===== config.mk =====
export PLATFORM = sky130hd
export DESIGN_NAME = ttcp_top
export DESIGN_NICKNAME = d
export VERILOG_FILES = /design/src/logic/ttcp_pkg.sv /design/src/logic/ttcp_wide_if.sv /design/src/logic/ttcp_wide_timer.sv /design/src/logic/ttcp_top.sv
export VERILOG_INCLUDE_DIRS = /design/src /design/src/logic
export SDC_FILE = /design/constraint.sdc
export NUM_CORES = 1
export LEC_CHECK = 0
export BUFFER_PORTS_ARGS = -buffer_cell sky130_fd_sc_hd__buf_2
export CORE_UTILIZATION = 45
export DETAILED_ROUTE_END_ITERATION = 16
export PLACE_DENSITY_LB_ADDON = 0.25
export SLEW_MARGIN = 5
export SYNTH_ARGS = -nofsm -noshare
export SYNTH_HDL_FRONTEND = slang
export SYNTH_SLANG_ARGS = --single-unit

===== constraint.sdc =====
create_clock -name pclk -period 7.7 [get_ports pclk]
set_clock_uncertainty 0.2 [all_clocks]
set_input_delay 0.77 -clock pclk [delete_from_list [all_inputs] [get_ports pclk]]
set_output_delay 0.77 -clock pclk [all_outputs]
set_load 0.03 [all_outputs]

===== src/logic/ttcp_defs.svh =====
// Register offsets, field positions, interrupt bits, reset values and prescaler width of the timer block
`ifndef TTCP_DEFS_SVH
`define TTCP_DEFS_SVH

// ***********************************************************
// Register byte addresses
// ***********************************************************
`define TTCP_OFF_BYTE_CTRL     8'h00
`define TTCP_OFF_BYTE_CMP      8'h04
`define TTCP_OFF_BYTE_CNT      8'h08
`define TTCP_OFF_BYTE_CAP      8'h0c
`define TTCP_OFF_WA_CTRL       8'h10
`define TTCP_OFF_WA_DATA_A     8'h14
`define TTCP_OFF_WA_DATA_B     8'h18
`define TTCP_OFF_WA_CNT        8'h1c
`define TTCP_OFF_WB_CTRL       8'h20
`define TTCP_OFF_WB_DATA_A     8'h24
`define TTCP_OFF_WB_DATA_B     8'h28
`define TTCP_OFF_WB_CNT        8'h2c
`define TTCP_OFF_IRQ_STAT      8'h30
`define TTCP_OFF_IRQ_MASK      8'h34

// ***********************************************************
// Control fields, common to all three timers except the pin function, which only the two 16-bit timers use
// ***********************************************************
`define TTCP_CTRL_EN           0
`define TTCP_CTRL_MODE_LO      1
`define TTCP_CTRL_MODE_HI      2
`define TTCP_CTRL_CLK_LO       3
`define TTCP_CTRL_CLK_HI       5
`define TTCP_CTRL_FN_LO        6
`define TTCP_CTRL_FN_HI        7
`define TTCP_CLK_SEL_ALT       3'h7
`define TTCP_FN_OUTPUT         2'h3
`define TTCP_FN_CAPTURE        2'h0

// ***********************************************************
// Interrupt status bits
// ***********************************************************
`define TTCP_IRQ_BYTE_OVF      0
`define TTCP_IRQ_BYTE_MATCH    1
`define TTCP_IRQ_WA_MATCH      2
`define TTCP_IRQ_WB_MATCH      3

// ***********************************************************
// Reset values and prescaler width
// ***********************************************************
`define TTCP_RST_CTRL          8'h00
`define TTCP_RST_BYTE_DATA     8'h00
`define TTCP_RST_WIDE_DATA     16'h0000
`define TTCP_RST_IRQ           4'h0
`define TTCP_PRESCALE_W        11

`endif


===== src/logic/ttcp_pkg.sv =====
// Types and clock-select decoding shared by the timer block
package ttcp_pkg;

  typedef enum logic [1:0] {
    TTCP_WMODE_TIMER   = 2'b00,
    TTCP_WMODE_CAPTURE = 2'b01,
    TTCP_WMODE_ONESHOT = 2'b10,
    TTCP_WMODE_REPEAT  = 2'b11
  } ttcp_wide_mode_t;

  typedef struct packed {
    logic [15:0] cnt;
    logic [15:0] data_b;
    logic        tgl;
    logic        cmp_pin;
    logic        pwm_pin;
    logic        stopped;
    logic        a_match;
  } ttcp_wide_state_t;

  typedef struct packed {
    logic [10:0] pre;
    logic [7:0]  b_ctrl;
    logic [7:0]  b_cmp;
    logic [7:0]  b_cnt;
    logic [7:0]  b_cap;
    logic        b_tgl;
    logic        b_pwm;
    logic [7:0]  wa_ctrl;
    logic [15:0] wa_data_a;
    logic [7:0]  wb_ctrl;
    logic [15:0] wb_data_a;
    logic [3:0]  irq_stat;
    logic [3:0]  irq_mask;
    logic        irq;
    logic [31:0] prdata;
    logic        pslverr;
    logic [4:0]  sync1;
    logic [4:0]  sync2;
    logic [4:0]  sync3;
  } ttcp_top_state_t;

  // Tick when the low lg prescaler bits are all ones; lg of zero ticks every cycle
  function automatic logic ttcp_div_tick(input logic [10:0] pre, input logic [3:0] lg);
    logic [11:0] mask;
    mask = (12'h001 << lg) - 12'h001;
    return (pre & mask[10:0]) == mask[10:0];
  endfunction

  function automatic logic [3:0] ttcp_byte_lg(input logic [2:0] sel);
    case (sel)
      3'h0:    return 4'h1;
      3'h1:    return 4'h2;
      3'h2:    return 4'h3;
      3'h3:    return 4'h5;
      3'h4:    return 4'h7;
      3'h5:    return 4'h9;
      default: return 4'hb;
    endcase
  endfunction

  function automatic logic [3:0] ttcp_wa_lg(input logic [2:0] sel);
    case (sel)
      3'h0:    return 4'h0;
      3'h1:    return 4'h1;
      3'h2:    return 4'h2;
      3'h3:    return 4'h3;
      3'h4:    return 4'h6;
      3'h5:    return 4'h9;
      default: return 4'hb;
    endcase
  endfunction

  function automatic logic [3:0] ttcp_wb_lg(input logic [2:0] sel);
    case (sel)
      3'h0:    return 4'h0;
      3'h1:    return 4'h1;
      3'h2:    return 4'h2;
      3'h3:    return 4'h3;
      3'h4:    return 4'h5;
      3'h5:    return 4'h7;
      default: return 4'h9;
    endcase
  endfunction

endpackage


===== src/logic/ttcp_wide_if.sv =====
// Connection between the register block and one 16-bit timer
`timescale 1ns/1ps
interface ttcp_wide_if;
  logic        enable;
  logic [1:0]  mode;
  logic [1:0]  pin_func;
  logic [15:0] data_a;
  logic        tick;
  logic        capture_evt;
  logic        b_wr;
  logic [15:0] b_wdata;
  logic [15:0] count;
  logic [15:0] data_b;
  logic        a_match;
  logic        cmp_out;
  logic        pwm_out;

  modport ctrl (output enable, mode, pin_func, data_a, tick, capture_evt, b_wr, b_wdata,
                input count, data_b, a_match, cmp_out, pwm_out);
  modport tmr  (input enable, mode, pin_func, data_a, tick, capture_evt, b_wr, b_wdata,
                output count, data_b, a_match, cmp_out, pwm_out);
endinterface


===== src/logic/ttcp_wide_timer.sv =====
// One 16-bit timer: timer/counter, capture, one-shot and repeat pulse modes
`timescale 1ns/1ps
`include "ttcp_defs.svh"
module ttcp_wide_timer
  import ttcp_pkg::*;
#(
  parameter int WIDTH = 16
)(
  input  wire logic pclk,
  input  wire logic presetn,
  ttcp_wide_if.tmr  bus
);

  // Checked at elaboration: the state struct holds a 16-bit count
  if (WIDTH != 16)
  begin : g_width_check
    $error("ttcp_wide_timer serves a 16-bit counter only");
  end

  ttcp_wide_state_t st;
  ttcp_wide_state_t next_st;
  ttcp_wide_mode_t  mode;
  logic             ppg;

  assign mode = ttcp_wide_mode_t'(bus.mode);
  assign ppg  = (mode == TTCP_WMODE_ONESHOT) || (mode == TTCP_WMODE_REPEAT);

  always_comb
  begin
    next_st         = st;
    next_st.a_match = 1'b0;
    if (!bus.enable)
    begin
      next_st.cnt     = 16'h0000;
      next_st.tgl     = 1'b0;
      next_st.stopped = 1'b0;
    end
    else if (bus.tick && !st.stopped)
    begin
      case (mode)
        TTCP_WMODE_TIMER:
        begin
          if (st.cnt == bus.data_a)
          begin
            next_st.cnt     = 16'h0000;
            next_st.tgl     = ~st.tgl;
            next_st.a_match = 1'b1;
          end
          else
            next_st.cnt = st.cnt + 16'h0001;
        end
        TTCP_WMODE_CAPTURE:
        begin
          // Free running so that captures measure absolute time
          next_st.cnt     = st.cnt + 16'h0001;
          next_st.a_match = (st.cnt == bus.data_a);
        end
        default:
        begin
          if (st.cnt == bus.data_a)
          begin
            next_st.cnt     = 16'h0000;
            next_st.a_match = 1'b1;
            next_st.stopped = (mode == TTCP_WMODE_ONESHOT);
          end
          else
            next_st.cnt = st.cnt + 16'h0001;
        end
      endcase
    end
    // Hardware capture wins over a software write in the same cycle
    if (bus.enable && mode == TTCP_WMODE_CAPTURE && bus.pin_func == `TTCP_FN_CAPTURE
        && bus.capture_evt)
      next_st.data_b = st.cnt;
    else if (bus.b_wr)
      next_st.data_b = bus.b_wdata;
    next_st.cmp_pin = bus.enable && mode == TTCP_WMODE_TIMER
                      && bus.pin_func == `TTCP_FN_OUTPUT && next_st.tgl;
    // High from period start until duty match, low after a one-shot ends
    next_st.pwm_pin = bus.enable && ppg && bus.pin_func == `TTCP_FN_OUTPUT
                      && !next_st.stopped && (next_st.cnt < next_st.data_b);
  end

  always_ff @(posedge pclk or negedge presetn)
  begin
    if (!presetn)
      st <= '0;
    else
      st <= next_st;
  end

  assign bus.count   = st.cnt;
  assign bus.data_b  = st.data_b;
  assign bus.a_match = st.a_match;
  assign bus.cmp_out = st.cmp_pin;
  assign bus.pwm_out = st.pwm_pin;

endmodule // ttcp_wide_timer


===== src/logic/ttcp_top.sv =====
// Three-timer block with APB registers, pin synchronisers and interrupt flags
//
// Function
// - Byte timer mode 00 counts, 01 makes PWM, 1x captures.
// - Byte timer clock is fx/2..fx/2048 or its external clock pin.
// - Byte timer capture copies count on line-one event.
// - Byte timer counter mode toggles its pin on compare equality.
// - Byte timer PWM mode drives its PWM pin.
// - Timer A modes 00,01,10,11; pin function 11 outputs, 00 capture.
// - Timer A clock is fx/1..fx/2048 or its external clock pin.
// - Timer A capture loads count into data B on line-two event.
// - Timer A counter mode toggles its pin when count equals data A.
// - Timer A pulse modes drive its PWM pin.
// - Timer B modes 00,01,10,11; pin function 11 outputs, 00 capture.
// - Timer B clock is fx/1..fx/512 or timer A match.
// - Timer B capture loads count into data B on line-three event.
// - Timer B counter mode toggles its pin when count equals data A.
// - Timer B pulse modes drive its PWM pin.
// - Interrupt flags set on event, hold until accepted, clear when serviced.
`timescale 1ns/1ps
`include "ttcp_defs.svh"
module ttcp_top
  import ttcp_pkg::*;
#(
  parameter int PRESCALE_W = `TTCP_PRESCALE_W
)(
  input  wire logic        pclk,
  input  wire logic        presetn,
  input  wire logic        psel,
  input  wire logic        penable,
  input  wire logic        pwrite,
  input  wire logic [7:0]  paddr,
  input  wire logic [31:0] pwdata,
  output logic      [31:0] prdata,
  output logic             pready,
  output logic             pslverr,
  input  wire logic        byte_timer_ext_clk,
  input  wire logic        wide_a_ext_clk,
  input  wire logic        ext_irq_line_one,
  input  wire logic        ext_irq_line_two,
  input  wire logic        ext_irq_line_three,
  input  wire logic [3:0]  irq_ack,
  output logic             byte_timer_toggle_out,
  output logic             byte_timer_pwm_out,
  output logic             wide_a_compare_out,
  output logic             wide_a_pwm_out,
  output logic             wide_b_toggle_out,
  output logic             wide_b_pwm_out,
  output logic             irq
);

  // Checked at elaboration: a narrower prescaler cannot reach the slowest tap
  if (PRESCALE_W != `TTCP_PRESCALE_W)
  begin : g_pre_check
    $error("ttcp_top needs an 11-bit prescaler for the fx/2048 tap");
  end

  // ***********************************************************
  // Signals
  // ***********************************************************
  ttcp_top_state_t st;
  ttcp_top_state_t next_st;
  logic [4:0]      pin_raw;
  logic [4:0]      pin_rise;
  logic            apb_wr;
  logic            apb_setup;
  logic            byte_tick;
  logic            byte_en;
  logic [1:0]      byte_mode;
  logic [2:0]      byte_clk;
  logic [2:0]      wa_clk;
  logic [2:0]      wb_clk;
  logic [3:0]      irq_set;
  logic [3:0]      irq_w1c;

  ttcp_wide_if wa_if ();
  ttcp_wide_if wb_if ();

  // Bit order of the synchronised pins
  localparam int PIN_BYTE_CLK = 0;
  localparam int PIN_WA_CLK   = 1;
  localparam int PIN_LINE_1   = 2;
  localparam int PIN_LINE_2   = 3;
  localparam int PIN_LINE_3   = 4;

  assign pin_raw = {ext_irq_line_three, ext_irq_line_two, ext_irq_line_one,
                    wide_a_ext_clk, byte_timer_ext_clk};

  // ***********************************************************
  // Pin edge detection
  // ***********************************************************
  // Rising edges only; the second and third stages are compared, never the first
  genvar gi;
  generate
    for (gi = 0; gi < 5; gi++)
    begin : g_edge
      assign pin_rise[gi] = st.sync2[gi] & ~st.sync3[gi];
    end
  endgenerate

  // ***********************************************************
  // Control field decode
  // ***********************************************************
  assign byte_en   = st.b_ctrl[`TTCP_CTRL_EN];
  assign byte_mode = st.b_ctrl[`TTCP_CTRL_MODE_HI:`TTCP_CTRL_MODE_LO];
  assign byte_clk  = st.b_ctrl[`TTCP_CTRL_CLK_HI:`TTCP_CTRL_CLK_LO];
  assign wa_clk    = st.wa_ctrl[`TTCP_CTRL_CLK_HI:`TTCP_CTRL_CLK_LO];
  assign wb_clk    = st.wb_ctrl[`TTCP_CTRL_CLK_HI:`TTCP_CTRL_CLK_LO];

  // ***********************************************************
  // Count clock selection
  // ***********************************************************
  // External clocks count on their synchronised rising edge, so they must stay
  // below a quarter of pclk to be seen reliably
  assign byte_tick = (byte_clk == `TTCP_CLK_SEL_ALT) ? pin_rise[PIN_BYTE_CLK]
                   : ttcp_div_tick(st.pre, ttcp_byte_lg(byte_clk));

  assign wa_if.tick = (wa_clk == `TTCP_CLK_SEL_ALT) ? pin_rise[PIN_WA_CLK]
                    : ttcp_div_tick(st.pre, ttcp_wa_lg(wa_clk));

  // The match output is a one-cycle pulse, so each match gives one count
  assign wb_if.tick = (wb_clk == `TTCP_CLK_SEL_ALT) ? wa_if.a_match
                    : ttcp_div_tick(st.pre, ttcp_wb_lg(wb_clk));

  // ***********************************************************
  // Wide timer connections
  // ***********************************************************
  assign apb_setup = psel & ~penable;
  assign apb_wr    = psel & penable & pwrite;

  assign wa_if.enable      = st.wa_ctrl[`TTCP_CTRL_EN];
  assign wa_if.mode        = st.wa_ctrl[`TTCP_CTRL_MODE_HI:`TTCP_CTRL_MODE_LO];
  assign wa_if.pin_func    = st.wa_ctrl[`TTCP_CTRL_FN_HI:`TTCP_CTRL_FN_LO];
  assign wa_if.data_a      = st.wa_data_a;
  assign wa_if.capture_evt = pin_rise[PIN_LINE_2];
  assign wa_if.b_wr        = apb_wr && paddr == `TTCP_OFF_WA_DATA_B;
  assign wa_if.b_wdata     = pwdata[15:0];

  assign wb_if.enable      = st.wb_ctrl[`TTCP_CTRL_EN];
  assign wb_if.mode        = st.wb_ctrl[`TTCP_CTRL_MODE_HI:`TTCP_CTRL_MODE_LO];
  assign wb_if.pin_func    = st.wb_ctrl[`TTCP_CTRL_FN_HI:`TTCP_CTRL_FN_LO];
  assign wb_if.data_a      = st.wb_data_a;
  assign wb_if.capture_evt = pin_rise[PIN_LINE_3];
  assign wb_if.b_wr        = apb_wr && paddr == `TTCP_OFF_WB_DATA_B;
  assign wb_if.b_wdata     = pwdata[15:0];

  ttcp_wide_timer #(
    .WIDTH   (16)
  ) u_wide_a (
    .pclk    (pclk),
    .presetn (presetn),
    .bus     (wa_if)
  );

  ttcp_wide_timer #(
    .WIDTH   (16)
  ) u_wide_b (
    .pclk    (pclk),
    .presetn (presetn),
    .bus     (wb_if)
  );

  // ***********************************************************
  // Register decode
  // ***********************************************************
  function automatic logic ttcp_mapped(input logic [7:0] addr);
    case (addr)
      `TTCP_OFF_BYTE_CTRL, `TTCP_OFF_BYTE_CMP, `TTCP_OFF_BYTE_CNT, `TTCP_OFF_BYTE_CAP,
      `TTCP_OFF_WA_CTRL, `TTCP_OFF_WA_DATA_A, `TTCP_OFF_WA_DATA_B, `TTCP_OFF_WA_CNT,
      `TTCP_OFF_WB_CTRL, `TTCP_OFF_WB_DATA_A, `TTCP_OFF_WB_DATA_B, `TTCP_OFF_WB_CNT,
      `TTCP_OFF_IRQ_STAT, `TTCP_OFF_IRQ_MASK:
        return 1'b1;
      default:
        return 1'b0;
    endcase
  endfunction

  function automatic logic [31:0] ttcp_read(input logic [7:0] addr,
                                            input ttcp_top_state_t s,
                                            input logic [15:0] wa_b,
                                            input logic [15:0] wa_c,
                                            input logic [15:0] wb_b,
                                            input logic [15:0] wb_c);
    case (addr)
      `TTCP_OFF_BYTE_CTRL: return {24'h000000, s.b_ctrl};
      `TTCP_OFF_BYTE_CMP:  return {24'h000000, s.b_cmp};
      `TTCP_OFF_BYTE_CNT:  return {24'h000000, s.b_cnt};
      `TTCP_OFF_BYTE_CAP:  return {24'h000000, s.b_cap};
      `TTCP_OFF_WA_CTRL:   return {24'h000000, s.wa_ctrl};
      `TTCP_OFF_WA_DATA_A: return {16'h0000, s.wa_data_a};
      `TTCP_OFF_WA_DATA_B: return {16'h0000, wa_b};
      `TTCP_OFF_WA_CNT:    return {16'h0000, wa_c};
      `TTCP_OFF_WB_CTRL:   return {24'h000000, s.wb_ctrl};
      `TTCP_OFF_WB_DATA_A: return {16'h0000, s.wb_data_a};
      `TTCP_OFF_WB_DATA_B: return {16'h0000, wb_b};
      `TTCP_OFF_WB_CNT:    return {16'h0000, wb_c};
      `TTCP_OFF_IRQ_STAT:  return {28'h0000000, s.irq_stat};
      `TTCP_OFF_IRQ_MASK:  return {28'h0000000, s.irq_mask};
      default:             return 32'h00000000;
    endcase
  endfunction

  assign irq_w1c = (apb_wr && paddr == `TTCP_OFF_IRQ_STAT) ? pwdata[3:0] : 4'h0;

  // ***********************************************************
  // Next state
  // ***********************************************************
  always_comb
  begin
    next_st       = st;
    irq_set       = 4'h0;
    next_st.pre   = st.pre + 11'h001;
    next_st.sync1 = pin_raw;
    next_st.sync2 = st.sync1;
    next_st.sync3 = st.sync2;

    // Byte timer
    if (!byte_en)
    begin
      next_st.b_cnt = 8'h00;
      next_st.b_tgl = 1'b0;
    end
    else if (byte_tick)
    begin
      case (byte_mode)
        2'b00:
        begin
          if (st.b_cnt == st.b_cmp)
          begin
            next_st.b_cnt = 8'h00;
            next_st.b_tgl = ~st.b_tgl;
            irq_set[`TTCP_IRQ_BYTE_MATCH] = 1'b1;
          end
          else
            next_st.b_cnt = st.b_cnt + 8'h01;
        end
        default:
        begin
          next_st.b_cnt = st.b_cnt + 8'h01;
          irq_set[`TTCP_IRQ_BYTE_OVF] = (st.b_cnt == 8'hff);
        end
      endcase
    end
    if (byte_en && byte_mode[1] && pin_rise[PIN_LINE_1])
      next_st.b_cap = st.b_cnt;
    // Duty is the compare value in counts out of 256
    next_st.b_pwm = byte_en && byte_mode == 2'b01 && (next_st.b_cnt < st.b_cmp);

    irq_set[`TTCP_IRQ_WA_MATCH] = wa_if.a_match;
    irq_set[`TTCP_IRQ_WB_MATCH] = wb_if.a_match;

    // Register writes take effect on the access edge
    if (apb_wr)
    begin
      case (paddr)
        `TTCP_OFF_BYTE_CTRL: next_st.b_ctrl    = pwdata[7:0];
        `TTCP_OFF_BYTE_CMP:  next_st.b_cmp     = pwdata[7:0];
        `TTCP_OFF_WA_CTRL:   next_st.wa_ctrl   = pwdata[7:0];
        `TTCP_OFF_WA_DATA_A: next_st.wa_data_a = pwdata[15:0];
        `TTCP_OFF_WB_CTRL:   next_st.wb_ctrl   = pwdata[7:0];
        `TTCP_OFF_WB_DATA_A: next_st.wb_data_a = pwdata[15:0];
        `TTCP_OFF_IRQ_MASK:  next_st.irq_mask  = pwdata[3:0];
        default:             next_st.b_ctrl    = st.b_ctrl;
      endcase
    end

    // New events win over acceptance or a software clear in the same cycle
    next_st.irq_stat = (st.irq_stat & ~(irq_ack | irq_w1c)) | irq_set;
    next_st.irq      = |(next_st.irq_stat & next_st.irq_mask);

    // Read data and error are prepared in the setup cycle
    if (apb_setup)
    begin
      next_st.prdata  = ttcp_read(paddr, st, wa_if.data_b, wa_if.count,
                                  wb_if.data_b, wb_if.count);
      next_st.pslverr = ~ttcp_mapped(paddr);
    end
  end

  always_ff @(posedge pclk or negedge presetn)
  begin
    if (!presetn)
    begin
      st          <= '0;
      st.b_ctrl   <= `TTCP_RST_CTRL;
      st.b_cmp    <= `TTCP_RST_BYTE_DATA;
      st.wa_ctrl  <= `TTCP_RST_CTRL;
      st.wb_ctrl  <= `TTCP_RST_CTRL;
      st.irq_stat <= `TTCP_RST_IRQ;
      st.irq_mask <= `TTCP_RST_IRQ;
      st.wa_data_a <= `TTCP_RST_WIDE_DATA;
      st.wb_data_a <= `TTCP_RST_WIDE_DATA;
    end
    else
      st <= next_st;
  end

  // ***********************************************************
  // Outputs
  // ***********************************************************
  // Zero wait states: data was captured in the setup cycle
  assign pready                = 1'b1;
  assign prdata                = st.prdata;
  assign pslverr               = st.pslverr;
  assign byte_timer_toggle_out = st.b_tgl & (byte_mode == 2'b00);
  assign byte_timer_pwm_out    = st.b_pwm;
  assign wide_a_compare_out    = wa_if.cmp_out;
  assign wide_a_pwm_out        = wa_if.pwm_out;
  assign wide_b_toggle_out     = wb_if.cmp_out;
  assign wide_b_pwm_out        = wb_if.pwm_out;
  assign irq                   = st.irq;

endmodule // ttcp_top


==> flow_summary_export.csv <==
group,metric,value,unit
global_routing,globalRouteOverflowTotal,0,
logic_synthesis,yosys-top-cells-area,"dfrtp_1 (45%), mux2_2 (6.9%), ha_1 (4.7%)",
worst_setup_path,crit_arrival,4.70,ns
global_routing,grt_max_degree,84,
global_routing,busiest_layer,"met2",
pwr,power_frac_comb,6.1,%
worst_setup_path,cp_cell_sequence,"or3_1 > ha_1 > nor2_1 > a311oi_1 > a31oi_1 > or4_1 > o21ai_1 > buf_4 > nor2_1 > ha_1 > and4_1 > a21oi_1 > o21ai_0 > a21oi_1 > o211ai_1 > a31oi_1",
logic_synthesis,synthCells,1157,
logic_synthesis,synth_edf_count,0,
floorplan,die_x,163,µm
worst_setup_path,critical_path_class,"flip-flop to flip-flop",
pwr,worst_ir_drop_vdd,139,µV
drt,drc,0,
hold_path,hp-class,"primary input to async pin",
timing,drv_slew,0,
clock_network,cts_tree,"done",
clock_network,cts_buffer_depth,3,
global_routing,antenna_found_initial,1,
placed_design,port_buffers,61,
logic_synthesis,synth_top_family_by_area,"simple AND/OR/NAND/NOR gates",
timing,setup_tns,0,ns
timing,min_period_over_period,57.9,%
timing,worstMarginPinSlew,0.987,ns
floorplan,dieArea,26600,µm²
timing,finalHoldWorstSlack,0.0443,ns
logic_synthesis,syn_avg_cell_area,10.1,µm²
drt,viasPerCell,5.80,
worst_setup_path,r2r_slack,3.24,ns
finish,drive_above_1_share,16.9,%
logic_synthesis,synthTopCellsByCount,"dfrtp_1 (208), nor2_1 (108), mux2_2 (72)",
logic_synthesis,yosysSeqAreaShare,44.5,%
logic_synthesis,synthAdderAreaFrac,4.71,%
logic_synthesis,synth_ff_type,"dfrtp_1",
floorplan,die_y,163,µm
status,status,"complete, no violations",
worst_setup_path,crit_fanout,17,
clock_network,h-tree-depth,1,
timing,max_freq,224,MHz
clock_network,clkSlewWorstSetupHoldPaths,0.06,ns
floorplan,start_util,46.2,%
placed_design,place_ws,2.83,ns
drt,drt-pass1-iter-count,5,
clock_network,post_cts_resized,0,
drt,ant_nets,0,
logic_synthesis,synth_mux_area_share,10.5,%
clock_network,cts_setup_buffers,0,
finish,nNetsFinal,1286,
global_routing,grt_pass1_vias,8775,
timing,hold_violations,0,
clock_network,cts_hold_repair.buffers,0,
worst_setup_path,slowest_stage,"or4_1",
logic_synthesis,yosysWarnings,0,
finish,final_cell_area,12900,µm²
timing,setup_violations,0,
global_routing,grt_pass1_wl,50500,µm
placed_design,place_area,12100,µm²
logic_synthesis,synth-compound-area-share,13.2,%
pwr,p_per_area,185,nW/µm²
pwr,pwr-share-seq,46.8,%
logic_synthesis,synth_area,11700,µm²
pwr,p_int,1.83,mW
pwr,p_leak,6.61,nW
worst_setup_path,critPathCaptureType,"flip-flop",
logic_synthesis,post_synth_xor_area_fraction,6.44,%
timing,fin_crit,4.46,ns
finish,antenna_cells,0,
drt,finalWirelength,32300,µm
worst_setup_path,cpPeakStageDelay,0.61,ns
logic_synthesis,synth_seq_cells,208,
finish,area_growth,10.5,%
pwr,p_switching,566,µW
drt,first_iter_violations,819,
drt,wire_per_inst,21.1,µm
logic_synthesis,yosysMostFrequentCell,"dfrtp_1",
floorplan,core_region_area,25300,µm²
floorplan,rows,58,
worst_setup_path,critical_path_required,7.94,ns
worst_setup_path,worstReg2RegStart,"st[76]",
pwr,clockPowerShare,47.1,%
drt,vias,8898,
logic_synthesis,synthDistinctLibCells,67,
worst_setup_path,r2r_end,"u_wide_b.bus.pwm_out",
clock_network,cts.sinks,208,
finish,nFillCells,2287,
logic_synthesis,synth_top_cell_by_area,"dfrtp_1",
placed_design,dp_hpwl,23200,µm
global_routing,use_met2,37.4,%
global_routing,use_met1,34.6,%
flow_run,maxCapViolations,0,
clock_network,clkLatencyLatePin,0.52,ns
global_routing,use_met3,5.94,%
timing,slew_headroom,34.1,%
timing,worst_slack,3.24,ns
worst_setup_path,reg2regPathDepth,16,
worst_setup_path,crit_path_start_kind,"flip-flop",
pwr,p_sw_share,23.7,%
logic_synthesis,synth-async-reset-ratio,100,%
floorplan,io-pin-count,95,
global_routing,grt_util_all_layers,25.0,%
logic_synthesis,synth_simple_gate_area_share,14.8,%
placed_design,gp_congestion,0.886,
clock_network,cts_root_buf,"clkbuf_16",
logic_synthesis,synth.top_cell.area_share,44.5,%
timing,rsz0062_at_grt,"false",
clock_network,cts_buffers,25,
==> state kept, by name, indices dropped and copies added, names as in the netlist <==
| signal | cells |
|---|---|
| byte_clk | 3 |
| byte_en | 1 |
| byte_mode | 2 |
| byte_timer_pwm_out | 1 |
| irq | 1 |
| next_st | 10 |
| prdata | 16 |
| pslverr | 1 |
| st | 67 |
| u_wide_a.bus.a_match | 1 |
| u_wide_a.bus.cmp_out | 1 |
| u_wide_a.bus.count | 16 |
| u_wide_a.bus.data_b | 16 |
| u_wide_a.bus.pwm_out | 1 |
| u_wide_a.st | 2 |
| u_wide_b.bus.a_match | 1 |
| u_wide_b.bus.cmp_out | 1 |
| u_wide_b.bus.count | 16 |
| u_wide_b.bus.data_b | 16 |
| u_wide_b.bus.pwm_out | 1 |
| u_wide_b.st | 2 |
| wa_if.data_a | 16 |
| wb_if.data_a | 16 |
==> metal layers <==
layer,share of wire (%),vias to the layer above,routed length (µm)
li1,-,4162,-
met1,45,4341,14500
met2,44,316,14100
met3,7.7,77,2490
met4,3.7,2,1200
met5,0.028,-,9
==> power by group through the flow <==
| stage | sequential (mW) | combinational [mW] | clock (mW) |
|---|---|---|---|
| 5_1_grt | 1.12 | 0.163 | 1.19 |
| 3_5_place_dp | 1.14 | 0.147 | 0 |
| 6_report | 1.12 | 0.147 | 1.13 |
| 2_1_floorplan | 1.13 | 0.0897 | 0 |
| 3_3_place_gp | 1.14 | 0.145 | 0 |
| 4_1_cts | 1.12 | 0.148 | 1.14 |
==> kinds of logic after synthesis <==
logic type	Yosys count
DFF	208
AOI/OAI and AO/OA	219
and+or+nand+nor	340
muxes	113
buffers and inverters	145
other	2
adders and majority gates	44
xor gates and xnor gates	86
==> cell type report <==
type / count / area (µm²) / share of cell area [%]
multi-input cells: 820 / 5870 / 45.5
flip-flops and latches: 208 / 5200 / 40.3
clock buffers: 38 / 724 / 5.61
repair buffers: 78 / 443 / 3.43
well taps: 330 / 413 / 3.20
inverters: 55 / 206 / 1.60
clock inverters: 4 / 48.8 / 0.378
==> layout by cell type, fill, tap and decap left out, types with 26 or more instances in the layout <==
master and instances:
o21ai_0 26, nand2_1 68, ha_1 44, xnor2_1 26
a22oi_1 66, nor2_1 107, buf_2 60, dfrtp_1 208
mux2_2 72, inv_1 53, mux2i_1 39, nand3_1 31
a21o_1 37, xor2_1 60
==> critical path: cells and delay by family, from the launching register on <==
kind / cells / cell delay [ns]
AO/OA/AOI/OAI: 8 / 1.46
AND/OR/NAND/NOR: 5 / 1.40
adder cells (fa/ha/maj): 2 / 0.59
flip-flops: 1 / 0.50
buffers and inverters: 1 / 0.25
==> worst max-delay path by stage <==
stage	slack (ns)	endpoint	from	cells past startpoint
floorplan	3.36	u_wide_a.bus.pwm_out	st[101]	15
global placement	2.81	u_wide_a.bus.pwm_out	paddr[1]	13
detailed placement	2.83	u_wide_a.bus.pwm_out	paddr[1]	13
CTS	3.27	u_wide_a.bus.pwm_out	st[100]	15
global route	2.93	u_wide_a.bus.pwm_out	st[100]	15
finish	3.24	u_wide_b.bus.pwm_out	st[76]	16
==> per-stage QoR <==
stage                     power (mW)  cells  util [%]
after CTS                       2.41   1533      51.0
after global placement          1.28   1491      47.9
after global routing            2.48   1533      51.0
after detailed placement        1.29   1491      47.9
after floorplan                 1.22   1173         -
final                           2.39   1533      51.0
Power figures use the tool's default switching activity.
